**src/fcd_regs.svh**
```systemverilog
`ifndef FCD_REGS_SVH
`define FCD_REGS_SVH

// ---------------------------------------------------------------------------
// Object tags
// ---------------------------------------------------------------------------
`define FCD_TAG_DESC 8'h82
`define FCD_TAG_NAME 8'h84
`define FCD_TAG_PROP 8'hA5
`define FCD_SUB_CHAR 8'h80
`define FCD_SUB_POWER 8'h81
`define FCD_SUB_MINCLK 8'h82
`define FCD_SUB_MEMORY 8'h83
`define FCD_PRIVATE_MASK 8'hC0

// ---------------------------------------------------------------------------
// Lengths
// ---------------------------------------------------------------------------
`define FCD_DESC_LEN_SHORT 8'h02
`define FCD_DESC_LEN_LONG 8'h05
`define FCD_CHAR_LEN 8'h01
`define FCD_NAME_MAX 8'h10

// ---------------------------------------------------------------------------
// Descriptor byte fields and codes
// ---------------------------------------------------------------------------
`define FCD_FD_RSV_BIT 7
`define FCD_FD_SHARE_BIT 6
`define FCD_FD_TYPE_HI 5
`define FCD_FD_TYPE_LO 3
`define FCD_FD_STRUCT_HI 2
`define FCD_FD_STRUCT_LO 0
`define FCD_TYPE_WORKING 3'h0
`define FCD_TYPE_INTERNAL 3'h1
`define FCD_TYPE_DIR 3'h7
`define FCD_STRUCT_NONE 3'h0
`define FCD_STRUCT_TRANSP 3'h1
`define FCD_STRUCT_LINEAR 3'h2
`define FCD_STRUCT_CYCLIC 3'h6

// ---------------------------------------------------------------------------
// Characteristics byte fields
// ---------------------------------------------------------------------------
`define FCD_CH_STOP_BIT 0
`define FCD_CH_RSV_LO_BIT 1
`define FCD_CH_HIGH_BIT 2
`define FCD_CH_LOW_BIT 3
`define FCD_CH_CLASS_LO 4
`define FCD_CH_CLASS_HI 6
`define FCD_CH_RSV_HI_BIT 7

`endif
```
**src/fcd_pkg.sv**
```systemverilog
package fcd_pkg;

  typedef enum logic [1:0] {
    FCD_FT_WORKING,
    FCD_FT_INTERNAL,
    FCD_FT_DIRECTORY,
    FCD_FT_RESERVED
  } fcd_ftype_t;

  typedef enum logic [2:0] {
    FCD_ST_NONE,
    FCD_ST_TRANSPARENT,
    FCD_ST_LINEAR,
    FCD_ST_CYCLIC,
    FCD_ST_RESERVED
  } fcd_fstruct_t;

  typedef enum logic [2:0] {
    FCD_S_TAG,
    FCD_S_LEN,
    FCD_S_DESC,
    FCD_S_SKIP,
    FCD_S_PTAG,
    FCD_S_PLEN,
    FCD_S_PVAL
  } fcd_state_t;

  typedef struct packed {
    logic valid;
    logic last;
    logic [7:0] data;
  } fcd_byte_t;

  typedef struct packed {
    logic valid;
    logic shareable;
    fcd_ftype_t ftype;
    fcd_fstruct_t fstruct;
    logic unsupported;
  } fcd_desc_t;

  typedef struct packed {
    logic stop_allowed;
    logic stop_high_ok;
    logic stop_low_ok;
    logic pref_high;
    logic pref_low;
  } fcd_clk_t;

  typedef struct packed {
    logic desc_length;
    logic record_missing;
    logic name_length;
    logic overrun;
    logic truncated;
    logic grouping;
    logic private_order;
    logic char_length;
    logic char_reserved;
    logic presence;
  } fcd_err_t;

endpackage

```
**src/fcd_decoder.sv**
```systemverilog
`include "fcd_regs.svh"

// Notes on behaviour
// (RULE_01) Descriptor b8 reserved; b7 marks shareable.
// (RULE_02) Type field: working, internal, directory, reserved.
// (RULE_03) Structure field: none, transparent, linear, cyclic.
// (RULE_04) Data coding byte is neither checked nor used.
// (RULE_05) Record files carry two-byte record length.
// (RULE_06) Record files carry one-byte record count.
// (RULE_07) Name object holds one to sixteen bytes.
// (RULE_08) Proprietary template A5 holds nested sub-objects.
// (RULE_09) Private sub-objects follow defined ones, tag C0.
// (RULE_10) Same-tag sub-objects stay adjacent and ordered.
// (RULE_11) Sub-tags 80 to 83 name defined sub-objects.
// (RULE_12) Root directory always carries card characteristics.
// (RULE_13) Power sub-object only for application directories.
// (RULE_14) Minimum clock sub-object only for application directories.
// (RULE_15) Memory sub-object absent for elementary files.
// (RULE_16) Several power and clock sub-objects accepted.
// (RULE_17) Characteristics sub-object is 80, 01, one byte.
// (RULE_18) b1 set: stop either level, b3/b4 preference.
// (RULE_19) b1 clear: stop only at flagged level.
// (RULE_20) b1, b3, b4 all zero: never stop.
// (RULE_21) b5, b6, b7 flag voltage classes A, B, C.
// (RULE_22) Characteristics b8 and b2 must be zero.
// (RULE_23) Descriptor tag 82, length 02 or 05.
// (RULE_24) Skip unknown sub-objects; flag length overruns.
// (RULE_25) Reserved codes mark descriptor as unsupported.
module fcd_decoder (
  // Clock and reset.
  input wire logic clock,
  input wire logic rstn,
  // Response byte stream.
  input wire logic start,
  input fcd_pkg::fcd_byte_t rx,
  // Selection context.
  input wire logic root_selected,
  // Descriptor results.
  output fcd_pkg::fcd_desc_t desc,
  output logic [15:0] record_length,
  output logic [7:0] record_count,
  output logic [4:0] name_length,
  // Card characteristics results.
  output fcd_pkg::fcd_clk_t clk_policy,
  output logic [2:0] class_support,
  output logic [3:0] power_count,
  output logic [3:0] minclk_count,
  // Status.
  output fcd_pkg::fcd_err_t err,
  output logic done
);
  import fcd_pkg::*;

  fcd_state_t state_r, state_nxt, step_nxt;
  logic [7:0] b;
  logic take;
  logic [7:0] tag_r, sub_tag_r, cnt_r, prop_rem_r, idx_r, desc_len_r;
  logic [3:0] seen_r;
  logic priv_r, name_seen_r, fin_r;
  logic sub_over, sub_defined, is_dir, is_elem, is_app, rec_file;

  assign b = rx.data;
  assign take = rx.valid;
  assign sub_over = (b > prop_rem_r - 8'h01);
  assign sub_defined = ((b & 8'hFC) == `FCD_SUB_CHAR);

  // ---------------------------------------------------------------------------
  // Parser sequencing
  // ---------------------------------------------------------------------------
  always_comb begin
    step_nxt = state_r;
    case (state_r)
      FCD_S_TAG: step_nxt = FCD_S_LEN;
      FCD_S_LEN: begin
        if (b == 8'h00) begin
          step_nxt = FCD_S_TAG;
        end else if (tag_r == `FCD_TAG_DESC) begin
          step_nxt = FCD_S_DESC;
        end else if (tag_r == `FCD_TAG_PROP) begin
          step_nxt = FCD_S_PTAG; // RULE_08
        end else begin
          step_nxt = FCD_S_SKIP;
        end
      end
      FCD_S_DESC, FCD_S_SKIP: begin
        if (cnt_r == 8'h01) begin
          step_nxt = FCD_S_TAG;
        end
      end
      FCD_S_PTAG: begin
        step_nxt = (prop_rem_r == 8'h01) ? FCD_S_TAG : FCD_S_PLEN; // RULE_24
      end
      FCD_S_PLEN: begin
        if (prop_rem_r == 8'h01) begin
          step_nxt = FCD_S_TAG;
        end else if (sub_over) begin
          step_nxt = FCD_S_SKIP; // RULE_24
        end else if (b == 8'h00) begin
          step_nxt = FCD_S_PTAG;
        end else begin
          step_nxt = FCD_S_PVAL;
        end
      end
      FCD_S_PVAL: begin
        if (cnt_r == 8'h01) begin
          step_nxt = (prop_rem_r == 8'h01) ? FCD_S_TAG : FCD_S_PTAG;
        end
      end
      default: step_nxt = FCD_S_TAG;
    endcase
    state_nxt = state_r;
    if (take) begin
      state_nxt = rx.last ? FCD_S_TAG : step_nxt;
    end
  end

  always_ff @(posedge clock) begin
    if (!rstn || start) begin
      state_r <= FCD_S_TAG;
    end else begin
      state_r <= state_nxt;
    end
  end

  // ---------------------------------------------------------------------------
  // Length counters
  // ---------------------------------------------------------------------------
  always_ff @(posedge clock) begin
    if (!rstn || start) begin
      tag_r <= 8'h00;
      sub_tag_r <= 8'h00;
      cnt_r <= 8'h00;
      prop_rem_r <= 8'h00;
      idx_r <= 8'h00;
    end else if (take) begin
      case (state_r)
        FCD_S_TAG: tag_r <= b;
        FCD_S_LEN: begin
          cnt_r <= b;
          idx_r <= 8'h00;
          if (tag_r == `FCD_TAG_PROP) begin
            prop_rem_r <= b;
          end
        end
        FCD_S_DESC, FCD_S_SKIP: begin
          cnt_r <= cnt_r - 8'h01;
          idx_r <= idx_r + 8'h01;
        end
        FCD_S_PTAG: begin
          sub_tag_r <= b;
          prop_rem_r <= prop_rem_r - 8'h01;
        end
        FCD_S_PLEN: begin
          cnt_r <= sub_over ? prop_rem_r - 8'h01 : b;
          idx_r <= 8'h00;
          prop_rem_r <= prop_rem_r - 8'h01;
        end
        FCD_S_PVAL: begin
          cnt_r <= cnt_r - 8'h01;
          idx_r <= idx_r + 8'h01;
          prop_rem_r <= prop_rem_r - 8'h01;
        end
        default: cnt_r <= cnt_r;
      endcase
    end
  end

  // ---------------------------------------------------------------------------
  // Descriptor and name capture
  // ---------------------------------------------------------------------------
  always_ff @(posedge clock) begin
    if (!rstn || start) begin
      desc <= '{valid: 1'b0, shareable: 1'b0, ftype: FCD_FT_RESERVED,
                fstruct: FCD_ST_NONE, unsupported: 1'b0};
      record_length <= 16'h0000;
      record_count <= 8'h00;
      desc_len_r <= 8'h00;
      name_length <= 5'h00;
      name_seen_r <= 1'b0;
    end else if (take) begin
      if (state_r == FCD_S_LEN && tag_r == `FCD_TAG_DESC) begin
        desc_len_r <= b; // RULE_23
      end
      if (state_r == FCD_S_LEN && tag_r == `FCD_TAG_NAME) begin
        name_seen_r <= 1'b1;
        name_length <= (b > `FCD_NAME_MAX) ? 5'h00 : b[4:0]; // RULE_07
      end
      if (state_r == FCD_S_DESC) begin
        case (idx_r)
          8'h00: begin
            desc.valid <= 1'b1;
            desc.shareable <= b[`FCD_FD_SHARE_BIT] & // RULE_01
              ~b[`FCD_FD_RSV_BIT];
            case (b[`FCD_FD_TYPE_HI:`FCD_FD_TYPE_LO]) // RULE_02
              `FCD_TYPE_WORKING: desc.ftype <= FCD_FT_WORKING;
              `FCD_TYPE_INTERNAL: desc.ftype <= FCD_FT_INTERNAL;
              `FCD_TYPE_DIR: desc.ftype <= FCD_FT_DIRECTORY;
              default: desc.ftype <= FCD_FT_RESERVED;
            endcase
            case (b[`FCD_FD_STRUCT_HI:`FCD_FD_STRUCT_LO]) // RULE_03
              `FCD_STRUCT_NONE: desc.fstruct <= FCD_ST_NONE;
              `FCD_STRUCT_TRANSP: desc.fstruct <= FCD_ST_TRANSPARENT;
              `FCD_STRUCT_LINEAR: desc.fstruct <= FCD_ST_LINEAR;
              `FCD_STRUCT_CYCLIC: desc.fstruct <= FCD_ST_CYCLIC;
              default: desc.fstruct <= FCD_ST_RESERVED;
            endcase
            desc.unsupported <= b[`FCD_FD_RSV_BIT] // RULE_25
              | (b[5:3] == 3'h2) | (b[5:3] == 3'h3) | (b[5:3] == 3'h4)
              | (b[5:3] == 3'h5) | (b[5:3] == 3'h6)
              | (b[2:0] == 3'h3) | (b[2:0] == 3'h4) | (b[2:0] == 3'h5)
              | (b[2:0] == 3'h7);
          end
          // Index one is the data coding byte and is ignored. RULE_04
          8'h02: record_length[15:8] <= b; // RULE_05
          8'h03: record_length[7:0] <= b;
          8'h04: record_count <= b; // RULE_06
          default: record_count <= record_count;
        endcase
      end
    end
  end

  // ---------------------------------------------------------------------------
  // Proprietary sub-objects
  // ---------------------------------------------------------------------------
  always_ff @(posedge clock) begin
    if (!rstn || start) begin
      seen_r <= 4'h0;
      priv_r <= 1'b0;
      power_count <= 4'h0;
      minclk_count <= 4'h0;
      clk_policy <= '0;
      class_support <= 3'h0;
    end else if (take) begin
      if (state_r == FCD_S_PTAG && prop_rem_r != 8'h01) begin
        if (sub_defined) begin
          seen_r[b[1:0]] <= 1'b1; // RULE_11
        end
        if ((b & `FCD_PRIVATE_MASK) == `FCD_PRIVATE_MASK) begin
          priv_r <= 1'b1; // RULE_09
        end
        if (b == `FCD_SUB_POWER && power_count != 4'hF) begin
          power_count <= power_count + 4'h1; // RULE_16
        end
        if (b == `FCD_SUB_MINCLK && minclk_count != 4'hF) begin
          minclk_count <= minclk_count + 4'h1; // RULE_16
        end
      end
      if (state_r == FCD_S_PVAL && sub_tag_r == `FCD_SUB_CHAR &&
          idx_r == 8'h00) begin
        clk_policy.stop_allowed <= b[`FCD_CH_STOP_BIT]; // RULE_18
        clk_policy.stop_high_ok <= b[`FCD_CH_STOP_BIT] | // RULE_19
          (b[`FCD_CH_HIGH_BIT] & ~b[`FCD_CH_LOW_BIT]);
        clk_policy.stop_low_ok <= b[`FCD_CH_STOP_BIT] | // RULE_20
          (b[`FCD_CH_LOW_BIT] & ~b[`FCD_CH_HIGH_BIT]);
        clk_policy.pref_high <= b[`FCD_CH_STOP_BIT] &
          b[`FCD_CH_HIGH_BIT] & ~b[`FCD_CH_LOW_BIT];
        clk_policy.pref_low <= b[`FCD_CH_STOP_BIT] &
          b[`FCD_CH_LOW_BIT] & ~b[`FCD_CH_HIGH_BIT];
        class_support <= b[`FCD_CH_CLASS_HI:`FCD_CH_CLASS_LO]; // RULE_21
      end
    end
  end

  // ---------------------------------------------------------------------------
  // Error flags and completion
  // ---------------------------------------------------------------------------
  assign is_dir = (desc.ftype == FCD_FT_DIRECTORY);
  assign is_elem = desc.valid & ~is_dir;
  assign is_app = is_dir & name_seen_r & ~root_selected;
  assign rec_file = (desc.fstruct == FCD_ST_LINEAR) ||
                    (desc.fstruct == FCD_ST_CYCLIC);

  always_ff @(posedge clock) begin
    if (!rstn || start) begin
      err <= '0;
      fin_r <= 1'b0;
      done <= 1'b0;
    end else begin
      fin_r <= take & rx.last;
      done <= fin_r;
      if (take && state_r == FCD_S_LEN) begin
        if (tag_r == `FCD_TAG_DESC && b != `FCD_DESC_LEN_SHORT &&
            b != `FCD_DESC_LEN_LONG) begin
          err.desc_length <= 1'b1; // RULE_23
        end
        if (tag_r == `FCD_TAG_NAME && (b == 8'h00 || b > `FCD_NAME_MAX)) begin
          err.name_length <= 1'b1; // RULE_07
        end
      end
      if (take && state_r == FCD_S_PTAG) begin
        if (prop_rem_r == 8'h01) begin
          err.overrun <= 1'b1; // RULE_24
        end
        if (sub_defined && seen_r[b[1:0]] && sub_tag_r != b) begin
          err.grouping <= 1'b1; // RULE_10
        end
        if (sub_defined && priv_r) begin
          err.private_order <= 1'b1; // RULE_09
        end
      end
      if (take && state_r == FCD_S_PLEN) begin
        // A zero-length sub-object may legally close the template.
        if (sub_over) begin
          err.overrun <= 1'b1; // RULE_24
        end
        if (sub_tag_r == `FCD_SUB_CHAR && b != `FCD_CHAR_LEN) begin
          err.char_length <= 1'b1; // RULE_17
        end
      end
      if (take && state_r == FCD_S_PVAL && sub_tag_r == `FCD_SUB_CHAR &&
          idx_r == 8'h00 && (b[`FCD_CH_RSV_HI_BIT] | b[`FCD_CH_RSV_LO_BIT] |
          (b[`FCD_CH_HIGH_BIT] & b[`FCD_CH_LOW_BIT]))) begin
        err.char_reserved <= 1'b1; // RULE_22
      end
      if (take && rx.last && step_nxt != FCD_S_TAG) begin
        err.truncated <= 1'b1;
      end
      if (fin_r) begin
        if (rec_file && desc_len_r != `FCD_DESC_LEN_LONG) begin
          err.record_missing <= 1'b1; // RULE_05 RULE_06
        end
        err.presence <= err.presence
          | (root_selected & ~seen_r[0]) // RULE_12
          | (seen_r[1] & ~is_app) // RULE_13
          | (seen_r[2] & ~is_app) // RULE_14
          | (seen_r[3] & is_elem); // RULE_15
      end
    end
  end

endmodule // fcd_decoder

```
**config.mk**
```make
export PLATFORM = sky130hd
export DESIGN_NAME = fcd_decoder
export DESIGN_NICKNAME = d
export VERILOG_FILES = /design/src/fcd_pkg.sv /design/src/fcd_decoder.sv
export VERILOG_INCLUDE_DIRS = /design/src
export SDC_FILE = /design/constraint.sdc
export NUM_CORES = 1
export LEC_CHECK = 0
export ABC_CLOCK_PERIOD_IN_PS = 7200
export BUFFER_PORTS_ARGS = -buffer_cell sky130_fd_sc_hd__clkbuf_2
export CAP_MARGIN = 0
export CORE_MARGIN = 5
export CORE_UTILIZATION = 43
export DETAILED_ROUTE_END_ITERATION = 6
export PLACE_DENSITY = 0.72
export SLEW_MARGIN = 20
export SYNTH_ARGS = -nofsm -noshare
export SYNTH_HDL_FRONTEND = slang
export SYNTH_SLANG_ARGS = --single-unit
```
**constraint.sdc**
```tcl
create_clock -name clock -period 7.2 [get_ports clock]
set_input_delay 0.72 -clock clock [delete_from_list [all_inputs] [get_ports clock]]
set_output_delay 0.72 -clock clock [all_outputs]
set_load 0.005 [all_outputs]
```
# Yosys cells after proc, flatten, opt, wreduce, memory -nomap -nowiden
# Index checks and enable logic that the tools add are counted.
[totals]
reg_bits = 122
in_bits = 14
elab_cells = 226
output_inout_bits = 64
[op_classes]
n_lt_le_gt_ge = 4
n_bitwise = 41
muxes = 28
reduce_logical = 64
addsub = 5
eq_ne = 45
[op_table]
columns = ["op", "n"]
rows = [
  ["$eq A8 B8 Y1 const B", 6],
  ["$eq A3 B3 Y1 const B", 11],
  ["$pmux W8 S2", 2],
  ["$mux W3", 10],
  ["$reduce_and A3 Y1", 9],
  ["$reduce_and A2 Y1", 13],
  ["$logic_and A1 B1 Y1", 25],
  ["$eq A3 B2 Y1 const B", 8],
  ["$pmux W8 S3", 1],
  ["$pmux W3 S6", 1],
  ["$or A1 B1 Y1", 17],
  ["$and A1 B1 Y1", 16],
  ["$eq A8 B1 Y1 const B", 2],
  ["$eq A8 B2 Y1 const B", 2],
  ["$logic_not A8 Y1", 2],
  ["$mux W8", 2],
  ["$ne A8 B1 Y1 const B", 2],
  ["$ne A8 B3 Y1 const B", 2],
  ["$sub A8 B1 Y8 const B", 2],
  ["$pmux W3 S4", 1],
  ["$eq A3 B1 Y1 const B", 3],
  ["$logic_not A3 Y1", 3],
  ["$add A4 B1 Y4 const B", 2],
  ["$add A8 B1 Y8 const B", 1],
  ["other kinds (25)", 44],
]

# Depth between registers and ports, before layout
[logic_depth]
depth_word = 10
mapped_depth = 13
ltp_nobuf = 12

# Worst setup path after synthesis
# Ideal clock, no wire load.
[synth_path]
kind = "register to register"
start = "register prop_rem_r[0]"
end = "register state_r[1]"
arrival_time_ns = 2.650
required_ns = 7.083
path_slack_ns = 4.433
stages_incl_launch_ff = 14
path_buffers = 1
period_less_slack_ns = 2.767
setup_ns = 0.117
path_cell_list = "dfxtp_1 inv_1 ha_1 nand2b_1 nor2_1 xnor2_1 ha_1 and2_0 a221o_1 o2111ai_1 o211a_1 buf_4 o211ai_1 a32o_1"
[synth_between]
elab_chain_len = 6
elab_cells_between_ends = 7
cone_classes = "add/sub (1); order compare (1); eq/ne (1); mux (4)"
[synth_rtl]
columns = ["item", "line_no", "text"]
rows = [
  ["start, declared", "fcd_decoder.sv:57", "logic [7:0] tag_r, sub_tag_r, cnt_r, prop_rem_r, idx_r, desc_len_r;"],
  ["start signal, assigned", "fcd_decoder.sv:151", "prop_rem_r <= prop_rem_r - 8'h01;"],
  ["start signal, assigned", "fcd_decoder.sv:156", "prop_rem_r <= prop_rem_r - 8'h01;"],
  ["start signal, assigned", "fcd_decoder.sv:161", "prop_rem_r <= prop_rem_r - 8'h01;"],
  ["$sub A8 B1 Y8", "fcd_decoder.sv:64", "assign sub_over = (b > prop_rem_r - 8'h01);"],
  ["$gt A8 B8 Y1", "fcd_decoder.sv:64", ""],
  ["$mux W3", "fcd_decoder.sv:96", "end else if (sub_over) begin"],
  ["$mux W3 (*)", "fcd_decoder.sv:94", "if (prop_rem_r == 8'h01) begin"],
  ["$pmux W3 S6 (*)", "fcd_decoder.sv:72", "case (state_r)"],
  ["$mux W3 (*)", "fcd_decoder.sv:113", "state_nxt = rx.last ? FCD_S_TAG : step_nxt;"],
  ["end signal, assigned", "fcd_decoder.sv:121", "state_r <= state_nxt;"],
  ["end, declared", "fcd_decoder.sv:54", "fcd_state_t state_r, state_nxt, step_nxt;"],
]
# Mark *: on every way between the ends. The rest lies on a longest branch, timed or not.
# A chain may end at the register's enable or synchronous reset.

# Worst setup path after layout
# Same ends and word-level chain as after synthesis.

==> metrics.md <==
| Metric | Value |
|---|---|
| Status | `complete, no violations` |
| First-pass GRT wire length | `27200 um` |
| # resized after CTS | `0` |
| Leak | `2.81 nW` |
| Max Root-Sink Buffers | `2` |
| Layout cells sized above 1 | `16.0%` |
| Post-synth top cells | `nor2_1 (145), dfxtp_1 (122), nand2_1 (85), a21oi_1 (74), clkbuf_1 (38)` |
| Sw frac | `23.8%` |
| Detail Route Antenna Nets | `0` |
| Skew final | `0.0161 ns` |
| Clk network pwr share | `53.0%` |
| Post-synth EDFFs | `0` |
| Die height | `128 um` |
| Critical path endpoint category | `register` |
| Slew Limit Fails | `0` |
| Total wire length | `16800 um` |
| CTS tree | `yes` |
| Row count | `43` |
| Setup bufs post-CTS | `0` |
| Antenna cells | `0` |
| Comb pwr share | `4.3%` |
| Iteration-0 DRC Markers | `581` |
| WHS Path Cells | `2` |
| Period minus WS final | `3.21 ns` |
| Post-Syn Area | `6020 um^2` |
| CP Buf/Inv Count | `1` |
| Least-Margin Pin Slew | `1.00 ns` |
| Most common cell in the netlist | `nor2_1` |
| Total grt overflow | `0` |
| WL/cell | `16.8 um` |
| Seq pwr share | `42.7%` |
| Switching power | `0.379 mW` |
| Initial antenna violation count | `0` |
| Critical Path RT | `7.50 ns` |
| Die area | `16500 um^2` |
| Leading post-synthesis cells by cell area | `dfxtp_1 (41%), nor2_1 (9.0%), a21oi_1 (6.2%)` |
| DR vias | `5533` |
| Synth Net Count | `784` |
| Clock transition at path regs | `0.06 ns` |
| CP Depth | `12` |
| Port Buf Inserts | `77` |
| Post-synth top area share | `40.6%` |
| Total GRT Usage | `20.7%` |
| Initial core utilization | `43.6%` |
| Slew HR | `33.0%` |
| Cell with the largest stage delay on the worst path | `o211a_1` |
| DP HPWL | `11000 um` |
| Achievable Freq | `312 MHz` |
| Non-Filler Instances | `997` |
| Fin. Hold Viols | `0` |
| CTS buffer count | `17` |
| Post-synth ARST share | `0%` |
| H-tree depth | `4` |
| Count of different cell masters after synthesis | `66` |
| Clock sinks | `122` |
| Mapped Cells | `756` |
| Hold buffers post-CTS | `0` |
| Inst Count DP | `965` |
| Vias per cell | `5.55` |
| Synth warn | `0` |
| Area grow syn2layout | `16.8%` |
| FF+latch count, synth | `122` |
| R2R depth | `12` |
| Largest net degree at the start of global routing | `109` |
| Max-Cap Viols | `0` |
| Critical path class | `register to register` |
| Critical path cell sequence | `inv_1 -> ha_1 -> nand2b_1 -> nor2_1 -> xnor2_1 -> ha_1 -> and2_0 -> a221o_1 -> o2111ai_1 -> o211a_1 -> o211ai_1 -> a32o_1` |
| Maximum VDD drop | `0.000175 V` |
| # nets final | `832` |
| Register area share after synthesis | `40.6%` |
| Setup TNS Final | `0 ns` |
| Router iterations before antenna repair | `5` |
| Data arrival, critical path | `3.51 ns` |
| Crit share post-route | `44.6%` |
| Chip width | `128 um` |
| Register Area | `2440 um^2` |
| Fill cells | `1315` |
| Int Pwr | `1.22 mW` |
| Core area | `13800 um^2` |
| GPL Wtd Cong | `0.866` |
| Crit-path leading delay family | `compound AO/OA/AOI/OAI gates` |
| Critical path peak fanout | `16` |
| Unrepaired setup endpoints after global routing | `false` |
| I/O pin count | `78` |
| Area leader, netlist | `dfxtp_1` |
| Syn Area/Cell | `7.97 um^2` |
| Top cell by count, worst path | `ha_1` |
| Clk_lat worst skew | `0.42 ns` |
| CTS Root Cell | `clkbuf_16` |
| DRC errors left | `0` |
| Vias in the first global route | `5239` |
| Worst path max stage delay | `0.50 ns` |
| Worst hold path type | `register to register` |
| # setup viols final | `0` |
| Worst setup SP type | `register` |
| Main flop type after synthesis | `dfxtp_1` |
| PwrDens | `227 nW/um^2` |
| Multi-input logic area | `3310 um^2` |
-- cells by family (layout without fill, tap and decap cells) --
| group | count (synthesis) | in the layout | share of synthesized area [%] |
|---|---|---|---|
| DFF | 122 | 122 | 40.6 |
| muxes | 27 | 27 | 4.76 |
| adders and majority gates | 14 | 14 | 2.91 |
| and+or+nand+nor | 346 | 346 | 27.7 |
| AOI/OAI and AO/OA | 149 | 149 | 15.1 |
| buffers and inverters | 68 | 129 | 4.59 |
| xor gates and xnor gates | 30 | 30 | 4.36 |
-- per-stage QoR --
stage	hold WS (ns)	setup slack, ns	utilization (%)	instance area (um^2)	power (mW)
5_1_grt	0.484	3.76	50.9	7030	1.65
3_5_place_dp	0.449	3.90	46.6	6450	0.763
6_report	0.454	3.99	50.9	7030	1.59
4_1_cts	0.460	4.03	50.8	7030	1.61
2_1_floorplan	0.426	4.43	-	6020	0.741
3_3_place_gp	0.440	3.98	46.6	6450	0.762
-- metal layers --
metal  vias up  share of wire [%]  global-route usage (%)
met5         -                  0                       0
met4         0                1.7                    7.18
met3        26                8.0                    7.10
met2       199                 44                    30.9
met1      2592                 47                    28.0
li1       2716                  -                       -
-- tightest hold or removal path, cell delays in order, from the launching register on --
cell     delay, ns
dfxtp_1       0.33
nand2_1       0.04
o21ai_0       0.05
-- path summary, 6_finish.rpt --
kind | start | end | slack [ns]
max reg2reg | prop_rem_r[0] | state_r[1] | 3.99
max | prop_rem_r[0] | state_r[1] | 3.99
min reg2reg | err[5] | err[5] | 0.45
min | err[5] | err[5] | 0.45
-- state kept, by name, summed over array words and instances, names as in the netlist, 4 cells and up --
signal and cells:
record_length 16, err 10, cnt_r 8, desc 8, desc_len_r 8, idx_r 8
prop_rem_r 8, record_count 8, sub_tag_r 8, tag_r 8, clk_policy 5, name_length 5
minclk_count 4, power_count 4, seen_r 4
-- final cells by class --
type                       instances  area share [%]
inverter                          18           0.961
clock inverter                    13            1.99
sequential                       122            34.7
multi-input combinational        566            47.1
tap                              180            3.20
clock buffer                      19            6.30
timing repair buffer              79            5.75
-- cells in the final DEF, fill, tap and decap left out, types with 3 or more instances in the layout --
cell,n
nor2_1,145
dfxtp_1,122
nand2_1,85
clkbuf_2,77
a21oi_1,74
mux2i_1,25
o21ai_0,23
nand3_1,23
xor2_1,22
clkbuf_16,17
inv_1,14
ha_1,14
or3_1,11
nand4_1,10
nand2b_1,9
nor3_1,9
xnor2_1,8
a211oi_1,8
o2111ai_1,8
a22oi_1,7
nor2b_1,6
or4_1,6
a31oi_1,6
nor4_1,5
o211ai_1,5
nor3b_1,4
inv_6,4
clkinvlp_4,4
clkinv_1,3
and3_1,3
and2_1,3
or2_2,3
a21o_1,3
a311oi_1,3
clkinv_2,3
-- power groups by stage --
| stage | Clock (mW) | Combinational, mW | Sequential, mW |
|---|---|---|---|
| floorplan | 0 | 0.0468 | 0.694 |
| global route | 0.889 | 0.0752 | 0.681 |
| detailed placement | 0 | 0.0677 | 0.696 |
| global placement | 0 | 0.0670 | 0.696 |
| CTS | 0.856 | 0.0679 | 0.681 |
| finish | 0.844 | 0.0691 | 0.681 |
Power figures use the tool's default switching activity.
